$ cat config.mk
export PLATFORM = sky130hd
export DESIGN_NAME = dflr_front_end
export DESIGN_NICKNAME = d
export VERILOG_FILES = /design/src/design/dflr_pkg.sv /design/src/design/dflr_fifo.sv /design/src/design/dflr_front_end.sv
export SDC_FILE = /design/constraint.sdc
export NUM_CORES = 1
export LEC_CHECK = 0
export ABC_AREA = 1
export BUFFER_PORTS_ARGS = -buffer_cell sky130_fd_sc_hd__buf_2
export CAP_MARGIN = 0
export CORE_AREA = 2 2 100 102
export DETAILED_ROUTE_END_ITERATION = 7
export DIE_AREA = 0 0 102 104
export GPL_TIMING_DRIVEN = 0
export PLACE_DENSITY_LB_ADDON = 0.05
export SETUP_SLACK_MARGIN = 0.2
export SLEW_MARGIN = 20
export SYNTH_ARGS = -nofsm -noshare
export SYNTH_HDL_FRONTEND = slang
export SYNTH_HIERARCHICAL = 1
export SYNTH_SLANG_ARGS = --single-unit
$ cat constraint.sdc
create_clock -name sys_clk_i -period 2.2 [get_ports sys_clk_i]
set_clock_uncertainty 0.2 [all_clocks]
set_input_delay 0.11 -clock sys_clk_i [delete_from_list [all_inputs] [get_ports sys_clk_i]]
set_output_delay 0.11 -clock sys_clk_i [all_outputs]
set_load 0.02 [all_outputs]
$ cat src/design/dflr_pkg.sv
// package: constants and carriers of the decode front end with loop replay
package dflr_pkg;

  // ---------------------------------------------------------------
  // loop replay limits
  // ---------------------------------------------------------------
  localparam logic [2:0] LOOP_MAX_FETCH_BLOCKS = 3'h4;
  localparam logic [4:0] FETCH_BLOCK_BYTES     = 5'h10;
  localparam logic [4:0] LOOP_MAX_INSNS        = 5'h12;
  localparam logic [2:0] LOOP_MAX_TAKEN        = 3'h4;

  // ---------------------------------------------------------------
  // decoder limits
  // ---------------------------------------------------------------
  localparam logic [3:0] MAX_INSN_BYTES        = 4'hf;
  localparam logic [3:0] FIRST_DEC_MAX_UOPS    = 4'h4;
  localparam logic [3:0] SIMPLE_DEC_MAX_BYTES  = 4'h7;
  localparam logic [3:0] SIMPLE_DEC_MAX_UOPS   = 4'h1;
  localparam logic [3:0] ROM_SETUP_UOPS        = 4'h4;
  localparam logic [1:0] MULTI_PREFIX_EXTRA    = 2'h1;
  localparam int         UOP_W                 = 8;
  localparam int         FIFO_DEPTH            = 4;

  // ---------------------------------------------------------------
  // carriers
  // ---------------------------------------------------------------
  typedef struct packed {
    logic [3:0]  len;       // bytes without prefixes
    logic [2:0]  prefixes;  // number of prefixes
    logic [3:0]  uops;      // micro-op count
    logic        complex;   // needs the microcode rom
    logic        taken_br;  // taken branch
    logic        is_ret;    // subroutine return
    logic        loop_end;  // backward branch closing a loop
    logic [3:0]  blk_off;   // byte offset within its fetch block
    logic [UOP_W-1:0] tag;  // opaque payload
  } dflr_insn_s;

  typedef struct packed {
    logic [1:0]       slot;    // decoder that produced it
    logic             rom;     // from the microcode rom
    logic             replay;  // came from loop replay
    logic [UOP_W-1:0] tag;
  } dflr_uop_s;

  localparam int INSN_W = $bits(dflr_insn_s);
  localparam int UOPS_W = $bits(dflr_uop_s);

  typedef enum logic {
    DFLR_MODE_SINGLE,
    DFLR_MODE_TRIPLE
  } dflr_mode_e;

endpackage : dflr_pkg

$ cat src/design/dflr_fifo.sv
// file: small valid/ready fifo with registered read data
`timescale 1ns/100ps
`default_nettype none
module dflr_fifo #(
  parameter int WIDTH = 8,
  parameter int DEPTH = 4
) (
  // clock and reset
  input  wire logic             sys_clk_i,
  input  wire logic             rst_i,
  // write side
  input  wire logic             wr_valid_i,
  output logic                  wr_ready_o,
  input  wire logic [WIDTH-1:0] wr_data_i,
  // read side
  output logic                  rd_valid_o,
  input  wire logic             rd_ready_i,
  output logic [WIDTH-1:0]      rd_data_o
);
  localparam int AW = $clog2(DEPTH);

  logic [WIDTH-1:0] mem_r [DEPTH];
  logic [AW-1:0]    wp_r, wp_nxt, rp_r, rp_nxt;
  logic [AW:0]      cnt_r, cnt_nxt;
  logic [WIDTH-1:0] dout_r, dout_nxt;
  logic             dv_r, dv_nxt;
  logic             push, pop, load;

  // ---------------------------------------------------------------
  // next state
  // ---------------------------------------------------------------
  always_comb begin
    push    = wr_valid_i && (cnt_r != AW'(0) + (AW+1)'(DEPTH));
    load    = (cnt_r != '0) && (!dv_r || rd_ready_i);
    pop     = load;
    wp_nxt  = push ? AW'(wp_r + 1'b1) : wp_r;
    rp_nxt  = pop ? AW'(rp_r + 1'b1) : rp_r;
    cnt_nxt = cnt_r + (AW+1)'(push) - (AW+1)'(pop);
    dout_nxt = load ? mem_r[rp_r] : dout_r;
    dv_nxt   = load ? 1'b1 : (rd_ready_i ? 1'b0 : dv_r);
  end

  always_ff @(posedge sys_clk_i) begin
    if (push) begin
      mem_r[wp_r] <= wr_data_i;
    end
    if (rst_i) begin
      wp_r   <= '0;
      rp_r   <= '0;
      cnt_r  <= '0;
      dv_r   <= 1'b0;
      dout_r <= '0;
    end else begin
      wp_r   <= wp_nxt;
      rp_r   <= rp_nxt;
      cnt_r  <= cnt_nxt;
      dv_r   <= dv_nxt;
      dout_r <= dout_nxt;
    end
  end

  assign wr_ready_o = (cnt_r != (AW+1)'(DEPTH));
  assign rd_valid_o = dv_r;
  assign rd_data_o  = dout_r;

endmodule : dflr_fifo
`default_nettype wire

$ cat src/design/dflr_front_end.sv
// file: decode front end with loop replay detector and decoder steering
// ---------------------------------------------------------------
// Notes on behaviour
// - replay only loops spanning at most four 16-byte fetch blocks.
// - loops holding more than 18 instructions are never replayed.
// - at most four taken branches, none a subroutine return.
// - every replayed loop ends in a mispredicted exit to recover from.
// - single-decoder mode decodes at most one instruction per cycle.
// - single-decoder complex instructions take micro-ops from the rom.
// - single-decoder mode applies no alignment constraints to steering.
// - first decoder takes one instruction of up to four uops, 15 bytes.
// - other two decoders take only one-uop instructions of seven bytes.
// - more than four uops keeps the decoder busy several cycles.
// - multi-prefix instructions go only to the first decoder, one extra cycle in three-decoder mode.
// - each prefix counts as one byte of length for steering.
// - single-decoder rom dispatch costs four setup micro-ops.
// - in three-decoder mode multi-prefix instructions stall one cycle before their micro-ops leave.
// ---------------------------------------------------------------
`timescale 1ns/100ps
`default_nettype none
module dflr_front_end (
  // clock and reset
  input  wire logic                       sys_clk_i,
  input  wire logic                       rst_i,
  // configuration
  input  wire dflr_pkg::dflr_mode_e       mode_i,
  // instruction stream from fetch
  input  wire logic                       in_valid_i,
  output logic                            in_ready_o,
  input  wire dflr_pkg::dflr_insn_s       in_insn_i,
  // exit branch resolution from the core
  input  wire logic                       exit_mispred_i,
  // micro-ops toward rename
  output logic                            uop_valid_o,
  input  wire logic                       uop_ready_i,
  output dflr_pkg::dflr_uop_s             uop_o,
  // status
  output logic                            replay_active_o,
  output logic                            recover_o
);
  typedef enum logic [1:0] {ST_IDLE, ST_BUSY, ST_EMIT} dflr_dec_state_e;

  // ---------------------------------------------------------------
  // helpers
  // ---------------------------------------------------------------
  // length as the steering logic sees it: every prefix adds a byte
  function automatic logic [4:0] eff_len(input dflr_pkg::dflr_insn_s i);
    eff_len = 5'(i.len) + 5'(i.prefixes);
  endfunction : eff_len

  function automatic logic multi_prefix(input dflr_pkg::dflr_insn_s i);
    multi_prefix = (i.prefixes > 3'h1);
  endfunction : multi_prefix

  function automatic logic fits_simple(input dflr_pkg::dflr_insn_s i);
    fits_simple = (i.uops == dflr_pkg::SIMPLE_DEC_MAX_UOPS)
               && (eff_len(i) <= 5'(dflr_pkg::SIMPLE_DEC_MAX_BYTES))
               && !multi_prefix(i) && !i.complex;
  endfunction : fits_simple

  // an instruction that reports no micro-ops still issues one
  function automatic logic [3:0] uop_base(input dflr_pkg::dflr_insn_s i);
    uop_base = (i.uops == 4'h0) ? 4'h1 : i.uops;
  endfunction : uop_base

  // the closing branch is taken whenever the loop repeats
  function automatic logic is_taken(input dflr_pkg::dflr_insn_s i);
    is_taken = i.taken_br || i.loop_end;
  endfunction : is_taken

  function automatic logic ret_taken(input dflr_pkg::dflr_insn_s i);
    ret_taken = is_taken(i) && i.is_ret;
  endfunction : ret_taken

  // counters stick at all ones so a long body cannot wrap back into range
  function automatic logic [2:0] sat_inc3(input logic [2:0] v);
    sat_inc3 = (v == 3'h7) ? v : v + 3'h1;
  endfunction : sat_inc3

  function automatic logic [4:0] sat_inc5(input logic [4:0] v);
    sat_inc5 = (v == 5'h1f) ? v : v + 5'h01;
  endfunction : sat_inc5

  function automatic logic loop_fits(input logic [4:0] n_insn, input logic [2:0] n_taken,
    input logic [2:0] n_blk);
    loop_fits = (n_insn <= dflr_pkg::LOOP_MAX_INSNS)
             && (n_taken <= dflr_pkg::LOOP_MAX_TAKEN)
             && (n_blk <= dflr_pkg::LOOP_MAX_FETCH_BLOCKS);
  endfunction : loop_fits

  // ---------------------------------------------------------------
  // loop replay detector
  // ---------------------------------------------------------------
  logic [4:0] lp_insns_r, lp_insns_nxt;
  logic [2:0] lp_taken_r, lp_taken_nxt;
  logic [2:0] lp_blks_r, lp_blks_nxt;
  logic       lp_bad_r, lp_bad_nxt;
  logic       rp_act_r, rp_act_nxt;
  logic       rec_r, rec_nxt;
  logic       accept;

  always_comb begin
    lp_insns_nxt = lp_insns_r;
    lp_taken_nxt = lp_taken_r;
    lp_blks_nxt  = lp_blks_r;
    lp_bad_nxt   = lp_bad_r;
    rp_act_nxt   = rp_act_r;
    rec_nxt      = 1'b0;
    if (exit_mispred_i && rp_act_r) begin
      // the exit always mispredicts: stop replay and hand back to fetch
      rp_act_nxt   = 1'b0;
      rec_nxt      = 1'b1;
      lp_insns_nxt = '0;
      lp_taken_nxt = '0;
      lp_blks_nxt  = '0;
      lp_bad_nxt   = 1'b0;
    end else if (accept && !rp_act_r) begin
      lp_insns_nxt = sat_inc5(lp_insns_r);
      if (is_taken(in_insn_i)) begin
        lp_taken_nxt = sat_inc3(lp_taken_r);
      end
      // a new fetch block starts at offset zero; the first one always counts
      if (in_insn_i.blk_off == 4'h0 || lp_blks_r == 3'h0) begin
        lp_blks_nxt = sat_inc3(lp_blks_r);
      end
      if (ret_taken(in_insn_i)) begin
        lp_bad_nxt = 1'b1;
      end
      if (in_insn_i.loop_end) begin
        rp_act_nxt   = !lp_bad_nxt && loop_fits(lp_insns_nxt, lp_taken_nxt, lp_blks_nxt);
        lp_insns_nxt = '0;
        lp_taken_nxt = '0;
        lp_blks_nxt  = '0;
        lp_bad_nxt   = 1'b0;
      end
    end
  end

  always_ff @(posedge sys_clk_i) begin
    if (rst_i) begin
      lp_insns_r <= '0;
      lp_taken_r <= '0;
      lp_blks_r  <= '0;
      lp_bad_r   <= 1'b0;
      rp_act_r   <= 1'b0;
      rec_r      <= 1'b0;
    end else begin
      lp_insns_r <= lp_insns_nxt;
      lp_taken_r <= lp_taken_nxt;
      lp_blks_r  <= lp_blks_nxt;
      lp_bad_r   <= lp_bad_nxt;
      rp_act_r   <= rp_act_nxt;
      rec_r      <= rec_nxt;
    end
  end

  // ---------------------------------------------------------------
  // decoder steering and issue
  // ---------------------------------------------------------------
  dflr_dec_state_e    st_r, st_nxt;
  dflr_pkg::dflr_insn_s cur_r, cur_nxt;
  logic [3:0]         left_r, left_nxt;   // micro-ops still to emit
  logic [1:0]         stall_r, stall_nxt; // prefix stall cycles
  logic [1:0]         slot_r, slot_nxt;
  logic               rom_r, rom_nxt;
  logic               fifo_ready, push;
  dflr_pkg::dflr_uop_s push_uop;
  logic               in_rdy_r, in_rdy_nxt;

  // ---------------------------------------------------------------
  // decode plan for the instruction on offer, chosen by mode
  // ---------------------------------------------------------------
  logic [1:0] dec_slot;
  logic       dec_rom;
  logic [3:0] dec_left;
  logic [1:0] dec_stall;

  always_comb begin
    dec_slot  = 2'h0;
    dec_rom   = 1'b0;
    dec_left  = uop_base(in_insn_i);
    dec_stall = 2'h0;
    if (mode_i == dflr_pkg::DFLR_MODE_SINGLE) begin
      // one decoder, no alignment or length limits on steering
      dec_rom = in_insn_i.complex;
      if (in_insn_i.complex) begin
        dec_left = 4'(uop_base(in_insn_i) + dflr_pkg::ROM_SETUP_UOPS);
      end
    end else begin
      // long instructions stay on the first decoder one uop a cycle
      dec_rom = (in_insn_i.uops > dflr_pkg::FIRST_DEC_MAX_UOPS);
      if (fits_simple(in_insn_i)) begin
        // rotate simple instructions over the two extra decoders
        dec_slot = (slot_r == 2'h1) ? 2'h2 : 2'h1;
      end else begin
        dec_slot = 2'h0;
      end
      if (multi_prefix(in_insn_i)) begin
        dec_stall = dflr_pkg::MULTI_PREFIX_EXTRA;
      end
    end
  end

  always_comb begin
    st_nxt    = st_r;
    cur_nxt   = cur_r;
    left_nxt  = left_r;
    stall_nxt = stall_r;
    slot_nxt  = slot_r;
    rom_nxt   = rom_r;
    accept    = 1'b0;
    push      = 1'b0;
    push_uop  = '{slot: slot_r, rom: rom_r, replay: rp_act_r, tag: cur_r.tag};
    unique case (st_r)
      ST_IDLE: begin
        if (in_valid_i && in_rdy_r) begin
          accept    = 1'b1;
          cur_nxt   = in_insn_i;
          slot_nxt  = dec_slot;
          rom_nxt   = dec_rom;
          left_nxt  = dec_left;
          stall_nxt = dec_stall;
          st_nxt    = ST_BUSY;
        end
      end
      ST_BUSY: begin
        if (stall_r != 2'h0) begin
          stall_nxt = stall_r - 2'h1;
        end else begin
          st_nxt = ST_EMIT;
        end
      end
      ST_EMIT: begin
        // a full output buffer simply holds the issue here
        if (fifo_ready) begin
          push = 1'b1;
          left_nxt = left_r - 4'h1;
          if (left_r == 4'h1) begin
            st_nxt = ST_IDLE;
          end
        end
      end
      default: begin
        st_nxt = ST_IDLE;
      end
    endcase
  end

  always_ff @(posedge sys_clk_i) begin
    if (rst_i) begin
      st_r    <= ST_IDLE;
      cur_r   <= '0;
      left_r  <= '0;
      stall_r <= '0;
      slot_r  <= '0;
      rom_r   <= 1'b0;
    end else begin
      st_r    <= st_nxt;
      cur_r   <= cur_nxt;
      left_r  <= left_nxt;
      stall_r <= stall_nxt;
      slot_r  <= slot_nxt;
      rom_r   <= rom_nxt;
    end
  end

  // ---------------------------------------------------------------
  // output buffer
  // ---------------------------------------------------------------
  logic [dflr_pkg::UOPS_W-1:0] fifo_out;

  dflr_fifo #(
    .WIDTH(dflr_pkg::UOPS_W),
    .DEPTH(dflr_pkg::FIFO_DEPTH)
  ) u_fifo (
    .sys_clk_i  (sys_clk_i),
    .rst_i      (rst_i),
    .wr_valid_i (push),
    .wr_ready_o (fifo_ready),
    .wr_data_i  (push_uop),
    .rd_valid_o (uop_valid_o),
    .rd_ready_i (uop_ready_i),
    .rd_data_o  (fifo_out)
  );

  always_comb begin
    uop_o = dflr_pkg::dflr_uop_s'(fifo_out);
  end

  // ready is registered so the fetch side sees a clean level
  always_comb begin
    in_rdy_nxt = (st_nxt == ST_IDLE);
  end

  always_ff @(posedge sys_clk_i) begin
    if (rst_i) begin
      in_rdy_r <= 1'b0;
    end else begin
      in_rdy_r <= in_rdy_nxt;
    end
  end

  assign in_ready_o      = in_rdy_r;
  assign replay_active_o = rp_act_r;
  assign recover_o       = rec_r;

endmodule : dflr_front_end
`default_nettype wire

==> results of run 1 <==
-- cell families after synthesis --
family                     Yosys count
xor gates and xnor gates             1
DFF                                102
buffers and inverters              138
adders and majority gates           20
AOI/OAI and AO/OA                   67
and+or+nand+nor                    278
-- routing by layer --
metal	up-vias	global-route usage, %
li1	2089	-
met1	1737	24.9
met2	90	32.9
met3	16	2.55
met4	0	8.10
met5	-	0
-- timing repair --
item,CTS,global route
endpoints found under the setup margin,50,51
buffers inserted,6,5
endpoints found under the hold margin,33,0
resized for setup,25,7
pin swaps,6,5
hold buffers,25,0
gates cloned,0,0
-- metrics by stage --
stage          power (W)  cells  utilization (%)  TNS (ns)  area [sq um]
4_1_cts          0.00561    834             61.7         0          5890
3_5_place_dp     0.00425    787             55.7    -15.30          5320
2_1_floorplan    0.00376    606                -         0          4910
3_3_place_gp     0.00422    787             55.6    -23.15          5310
6_report         0.00561    839             62.4         0          5950
5_1_grt          0.00602    839             62.4         0          5950
-- critical path, cell delays in order (launching register included) --
cell and delay [ns]:
dfxtp_1 0.33, inv_1 0.07, nor2_4 0.14, inv_4 0.05, nor2_4 0.12, nand2_4 0.12, inv_4 0.10, ha_4 0.12
inv_2 0.03, fa_2 0.51, nor2_1 0.04
-- how the worst max path moves through the flow --
stage / startpoint / endpoint / slack [ns] / cells past startpoint
4_1_cts: st_r[1]$_SDFF_PP0_ / u_fifo/mem_r[0][2]$_DFFE_PP_ / 0.21 / 6
3_5_place_dp: u_fifo/cnt_r[1]$_SDFF_PP0_ / u_fifo/mem_r[3][0]$_DFFE_PP_ / -0.46 / 6
6_report: st_r[1]$_SDFF_PP0_ / u_fifo/cnt_r[1]$_SDFF_PP0_ / 0.24 / 10
5_1_grt: u_fifo/cnt_r[0]$_SDFF_PP0_ / u_fifo/cnt_r[1]$_SDFF_PP0_ / 0.18 / 10
2_1_floorplan: u_fifo/cnt_r[1]$_SDFF_PP0_ / u_fifo/cnt_r[2]$_SDFF_PP0_ / 0.21 / 11
3_3_place_gp: u_fifo/cnt_r[1]$_SDFF_PP0_ / u_fifo/mem_r[1][6]$_DFFE_PP_ / -0.54 / 6
-- synthesized netlist by cell type (2+ instances only) --
library cell and count:
buf_4 2, inv_1 118, nor2_1 69, buf_2 6, nand2_1 149, or2_2 4, ha_1 18, a21o_1 2
dfxtp_1 54, o211ai_1 3, nand4_1 5, nand2_2 3, nand3_1 43, fa_1 2, a31oi_1 6, o21ai_1 3
inv_2 4, nor2_2 2, o21ai_0 26, edfxtp_1 48, a21oi_1 20, buf_6 5
-- power by group --
group / internal, W / switching (W) / leakage, nW / total, W
logic: 0.000819 / 0.00125 / 1.84 / 0.00207
clock network: 0.000554 / 0.000616 / 0.104 / 0.00117
registers: 0.00223 / 0.000137 / 0.876 / 0.00237
total: 0.00360 / 0.00200 / 2.82 / 0.00561
-- registers in the layout (all words and copies together), names as in the netlist, 2 cells and up --
signal,count
lp_taken_r,3
st_r,2
lp_blks_r,3
u_fifo/rp_r,2
u_fifo/cnt_r,3
u_fifo/wp_r,2
u_fifo/rd_data_o,12
u_fifo/mem_r,48
slot_r,2
cur_r,8
lp_insns_r,5
stall_r,2
left_r,4
-- final cells by class --
class                           count  area (sq um)  area share [%]
Sequential cell                   102          2530            42.5
Multi-Input combinational cell    366          1900            31.9
Timing Repair Buffer               84           573            9.62
Inverter                          124           480            8.07
Tap cell                          133           166            2.79
Clock buffer                       10           138            2.31
Buffer                             14           105            1.77
Clock inverter                      6          61.3            1.03
==> summary.txt, run 1 <==
Outcome
  • Status: complete, no violations

Global routing
  • GRT Overall Usage: 19.5%
  • Antenna violations before repair: 0
  • Vias in the first global route: 3,628
  • Grt ovf: 0
  • First-pass GRT wire length: 16,200 um
  • Largest net degree at the start of global routing: 17

Synthesis
  • Cells after synthesis: 606
  • Leading area contributor after synthesis: edfxtp_1
  • Synth Area in Compound Gates: 7.83%
  • Syn_nets: 659
  • Syn avg cell area: 8.09 sq um
  • Post-synth EDFFs: 48
  • Yosys warnings: 6
  • Ys async rst share: 0%
  • Post-synthesis xor/xnor area fraction: 0.179%
  • Post-Syn Area: 0.00490 sq mm
  • Synthesis-stage register bit count: 102
  • Yosys cell types: 36
  • Primary FF master, synth: dfxtp_1
  • Post-synthesis adder-cell area fraction: 5.41%
  • Dominant cells by area after synthesis: edfxtp_1 (29%), dfxtp_1 (22%), nand2_1 (11%)
  • Main combinational cell family by area after synthesis: simple AND/OR/NAND/NOR gates
  • Sequential share of the synthesized area: 51.4%
  • Post-synthesis simple-gate area fraction: 23.4%
  • Mux contribution to synthesized area: 0%
  • Synth top area share: 29.4%

Die
  • Row Count: 36
  • IO Count: 49
  • Core area: 0.00955 sq mm
  • Starting Density: 51.4%
  • Die area: 0.0106 sq mm
  • Die width: 102 um
  • Die Span Y: 104 um

Timing
  • Final hold vios: 0
  • WHS: 0.0345 ns
  • Final WS setup: 0.245 ns
  • Period minus WS final: 1.96 ns
  • Final setup viols: 0
  • Worst-Margin Slew: 0.434 ns
  • Fmax: 511 MHz
  • Final Cycle Share: 88.9%
  • Rel. slew slack: 70.8%
  • RSZ-0062 raised after global routing: true
  • Final Max Tran Viols: 0

Worst setup path
  • Arrival time at the worst endpoint: 2.00 ns
  • Startpoint Class: register
  • Worst Path Max Fanout: 6
  • Worst r2r src: st_r[1]$_SDFF_PP0_
  • Worst Path Required: 2.24 ns
  • RR Endpoint: u_fifo/cnt_r[1]$_SDFF_PP0_
  • CP endpoint kind: register
  • Worst Setup Path Type: register to register
  • R2r worst-path depth: 10
  • Register-to-register setup slack: 0.24 ns

Routing
  • DR top layer: met4
  • Drt first pass iters: 4
  • Final WL: 9760 um
  • WL met3: 315 um
  • Metal-1 WL: 4440 um
  • Vias: 3,932
  • Wire length on met2: 4840 um
  • Drt wl/cell: 11.6 um
  • Vias per cell: 4.69
  • Iter 0 DRT Violations: 116
  • Residual DRC count: 0
  • Number of nets with antenna violations after routing: 0

Clock network
  • H-tree depth: 3
  • Clk_lat worst skew: 0.35 ns
  • TritonCTS clock tree: yes
  • Cts bufs inserted: 9
  • CTS clock-pin slew for the worst setup and hold paths: 0.10 ns
  • Clock Tree Root: clkbuf_8
  • Num Clock Sinks: 102
  • Clock Path Buffers: 2

Hold path
  • Worst Hold End: lp_blks_r[1]$_SDFFE_PP0P_
  • HP Class: input port to register
  • Hold Path Origin: in_insn_i[8]
  • Worst hold stages: 6

Power
  • Peak supply drop: 0.000386 V
  • Leakage: 2.82 nW
  • Power Dens Cells: 941 mW/mm^2

Placement
  • # port buffers: 48
  • Worst slack at placement: -0.464 ns
  • Post-DP HPWL: 6780 um
  • Placer Congestion: 0.809

Final layout
  • Layout area overhead: 21.4%
  • Fill cells: 856
  • Most frequent cells in the layout: nand2_1 (146), inv_1 (113), nor2_1 (63)
  • Layout cell share with drive strength beyond 1: 18.0%
  • Nets@finish: 754
  • Antenna cell count: 0
  • Commonest non-fill, non-tap cell in the layout: nand2_1

Job
  • Max-cap violations: 0
Power figures use the tool's default switching activity.
==> run 2: changes to the inputs <==
- CORE_AREA: 2 2 100 102 -> 2 2 96 98
- DIE_AREA: 0 0 102 104 -> 0 0 98 100
- SYNTH_HIERARCHICAL: 1 -> default
==> run 2 against run 1 <==
Compared with the run above:
- non-clock buffer count fell by 7
- clock-buffer cell count unchanged
- total power decreased by 4.8%
- sequential power barely moved
- synthesized cell count fell by 17%
- setup slack worse by 0.14 ns
- cell count fell by 16%
- global-route usage increased by 2.4 points
- critical path type unchanged
- largest power group unchanged
==> summary.txt, run 2 <==
Timing
  • Final Max Tran Viols: 0 (unchanged)
  • RSZ-0062 raised after global routing: true
  • Period minus WS final: 2.09 ns (+0.137 ns)
  • Fmax: 478 MHz (-6.5%)
  • Final Cycle Share: 95.1% (+6.2 points)
  • Final hold vios: 0 (unchanged)
  • Rel. slew slack: 47.1% (-24 points)
  • Worst-Margin Slew: 0.792 ns (+0.358 ns)
  • Fin Setup TNS: 0 ns (unchanged)
  • Final WS setup: 0.108 ns (-0.137 ns)
  • Final setup viols: 0 (unchanged)

Placement
  • Inst Count DP: 660 (-16%)
  • Worst slack at placement: -0.0705 ns (+0.394 ns)
  • # port buffers: 47 (-2.1%)
  • Placer Congestion: 0.820 (+1.5%)
  • Post-DP HPWL: 6760 um (-0.36%)
  • Area of placed instances: 0.00498 sq mm (-6.3%)

Die
  • Core area: 0.00889 sq mm (-6.9%)
  • IO Count: 49 (unchanged)
  • Die area: 0.00980 sq mm (-7.6%)
  • Row Count: 35 (-2.8%)
  • Die Span Y: 100 um (-3.8%)
  • Starting Density: 51.3% (-0.10 points)
  • Die width: 98 um (-3.9%)

Synthesis
  • Syn avg cell area: 9.08 sq um (+12%)
  • Syn_nets: 555 (-16%)
  • Synth cell count leaders: nor2_1 (91), nand2_1 (57), dfxtp_1 (54)
  • Synthesis-stage register bit count: 102 (unchanged)
  • Sequential share of the synthesized area: 55.4% (+3.9 points)
  • Most frequent cell after synthesis: nor2_1
  • Yosys warnings: 0 (-6)
  • Synth top area share: 31.6% (+2.2 points)
  • Dominant cells by area after synthesis: edfxtp_1 (32%), dfxtp_1 (24%), nor2_1 (7.5%)
  • Cells after synthesis: 502 (-17%)
  • Yosys cell types: 37 (+2.8%)
  • Primary FF master, synth: dfxtp_1
  • Post-Syn Area: 0.00456 sq mm (-7.1%)
  • Ys async rst share: 0% (unchanged)
  • Leading area contributor after synthesis: edfxtp_1
  • Post-synth EDFFs: 48 (unchanged)

Final layout
  • Register name with the most flops: u_fifo.mem_r
  • Nets@finish: 641 (-15%)
  • Area of the multi-input gates: 0.00180 sq mm (-5.5%)
  • Largest register FFs: 48 (unchanged)
  • Post-route insts no fill: 704 (-16%)
  • Register Area: 0.00253 sq mm (about the same)
  • Fill cells: 788 (-7.9%)
  • Layout area overhead: 20.0%
  • Commonest non-fill, non-tap cell in the layout: nor2_1
  • Antenna cell count: 0 (unchanged)
  • Layout cell share with drive strength beyond 1: 20.7% (+2.8 points)
  • Post-layout util: 61.5% (-0.82 points)
  • Final Cell Area: 0.00547 sq mm (-8.1%)
  • Most frequent cells in the layout: nor2_1 (85), nand2_1 (57), buf_2 (53)

Global routing
  • Largest net degree at the start of global routing: 20 (+3)
  • GRT Overall Usage: 21.9% (+2.4 points)
  • First-pass GRT wire length: 16,900 um (+4.0%)
  • Grt ovf: 0 (unchanged)
  • Vias in the first global route: 3,536 (-2.5%)
  • Antenna violations before repair: 0 (unchanged)

Routing
  • Iter 0 DRT Violations: 162 (+40%)
  • Vias: 3,612 (-8.1%)
  • Vias per cell: 5.13 (+9.5%)
  • Drt wl/cell: 14.2 um (+22%)
  • Final WL: 9980 um (+2.2%)
  • Drt first pass iters: 4 (unchanged)
  • Number of nets with antenna violations after routing: 0 (unchanged)
  • Residual DRC count: 0 (unchanged)

Worst setup path
  • Worst Path Required: 2.27 ns (+0.03 ns)
  • CP Cell Sequence: inv_4 > nor2_4 > a21oi_2 > buf_6 > buf_8 > ha_4 > inv_2 > ha_4 > inv_2 > fa_2 > nor2_1
  • Worst Path Max Fanout: 2 (-4)
  • Critical-path top delay cell: fa_2
  • Arrival time at the worst endpoint: 2.16 ns (+0.16 ns)
  • CP max stage delay: 0.53 ns (+0.02 ns)
  • CP endpoint kind: register
  • Worst Setup Path Type: register to register
  • Register-to-register setup slack: 0.11 ns (-0.14 ns)
  • Startpoint Class: register

Clock network
  • TritonCTS clock tree: yes
  • Num Clock Sinks: 102 (unchanged)
  • Cts bufs inserted: 9 (unchanged)
  • Clk_lat worst skew: 0.37 ns (+0.02 ns)
  • H-tree depth: 3 (unchanged)
  • Clock Tree Root: clkbuf_8
  • Clock Path Buffers: 2 (unchanged)
  • CTS clock-pin slew for the worst setup and hold paths: 0.11 ns (about the same)

Outcome
  • Status: complete, no violations

Hold path
  • HP Class: input port to register

Power
  • Leakage: 2.24 nW (-21%)
  • Power Dens Cells: 976 mW/mm^2 (+3.7%)
  • Peak supply drop: 0.000430 V (+11%)

Job
  • Max-cap violations: 0 (unchanged)
run 2: cell types whose count changed after synthesis, moves of 6 or more:
cell,delta
nand2_1,-92
nand3_1,-27
a21oi_1,+6
inv_1,-73
inv_2,+8
o21ai_1,+17
nor2_1,+22
o21ai_0,+23
a31oi_1,+9
run 2: cell type report:
class / count / share of cell area, %
Clock buffer: 10 / 2.33
Buffer: 16 / 1.76
Tap cell: 111 / 2.54
Sequential cell: 102 / 46.3
Clock inverter: 6 / 1.01
Inverter: 58 / 4.05
Timing Repair Buffer: 75 / 9.19
Multi-Input combinational cell: 326 / 32.8
run 2: metal layers:
| layer | track usage [%] | vias up | routed length (um) |
|---|---|---|---|
| li1 | - | 1852 | - |
| met1 | 28.1 | 1674 | 4540 |
| met2 | 38.6 | 74 | 4940 |
| met3 | 3.55 | 12 | 363 |
| met4 | 5.98 | 0 | 123 |
| met5 | 0 | - | 0 |
run 2: worst max-delay path, delay by kind of cell, from the launching register on:
| family | cells | cell delay, ns |
|---|---|---|
| compound gates | 1 | 0.05 |
| flops | 1 | 0.37 |
| simple gates | 2 | 0.15 |
| fa+ha+maj | 3 | 0.85 |
| buf+inv | 5 | 0.37 |
run 2: stage by stage:
step | hold WS [ns] | total power (W)
finish | 0.00985 | 0.00534
global route | 0.0207 | 0.00570
CTS | 0.00191 | 0.00534
detailed placement | 0.166 | 0.00409
global placement | 0.162 | 0.00403
floorplan | 0.0327 | 0.00356
run 2: repair_timing:
action,CTS,global route
pin swaps,1,3
hold buffers,23,0
gates resized for setup,11,2
setup endpoints to repair,28,50
endpoints found under the hold margin,34,0
buffers inserted,3,2
run 2: where the power goes:
group / switching [W] / total, W / leakage (nW) / internal, W
clock network: 0.000685 / 0.00112 / 0.0873 / 0.000436
registers: 0.000156 / 0.00240 / 0.884 / 0.00225
logic: 0.00113 / 0.00181 / 1.27 / 0.000688
total: 0.00197 / 0.00534 / 2.24 / 0.00337
run 2: worst paths after layout:
kind | from | endpoint | cells past startpoint
worst max-delay path | u_fifo.rd_valid_o$_SDFFE_PP0P_ | u_fifo.cnt_r[1]$_SDFF_PP0_ | 11
worst min-delay path | in_insn_i[18] | left_r[2]$_SDFFE_PP0P_ | 5
worst max register to register | u_fifo.rd_valid_o$_SDFFE_PP0P_ | u_fifo.cnt_r[1]$_SDFF_PP0_ | 11
worst min register to register | stall_r[1]$_SDFFE_PP0P_ | stall_r[1]$_SDFFE_PP0P_ | 2
run 2: logic make-up after synthesis:
logic type	synth area share, %
flip-flops	55.4
adder cells (fa/ha/maj)	5.82
AND/OR/NAND/NOR	17.5
buffers and inverters	6.56
XOR/XNOR	0.384
AO/OA/AOI/OAI	14.4
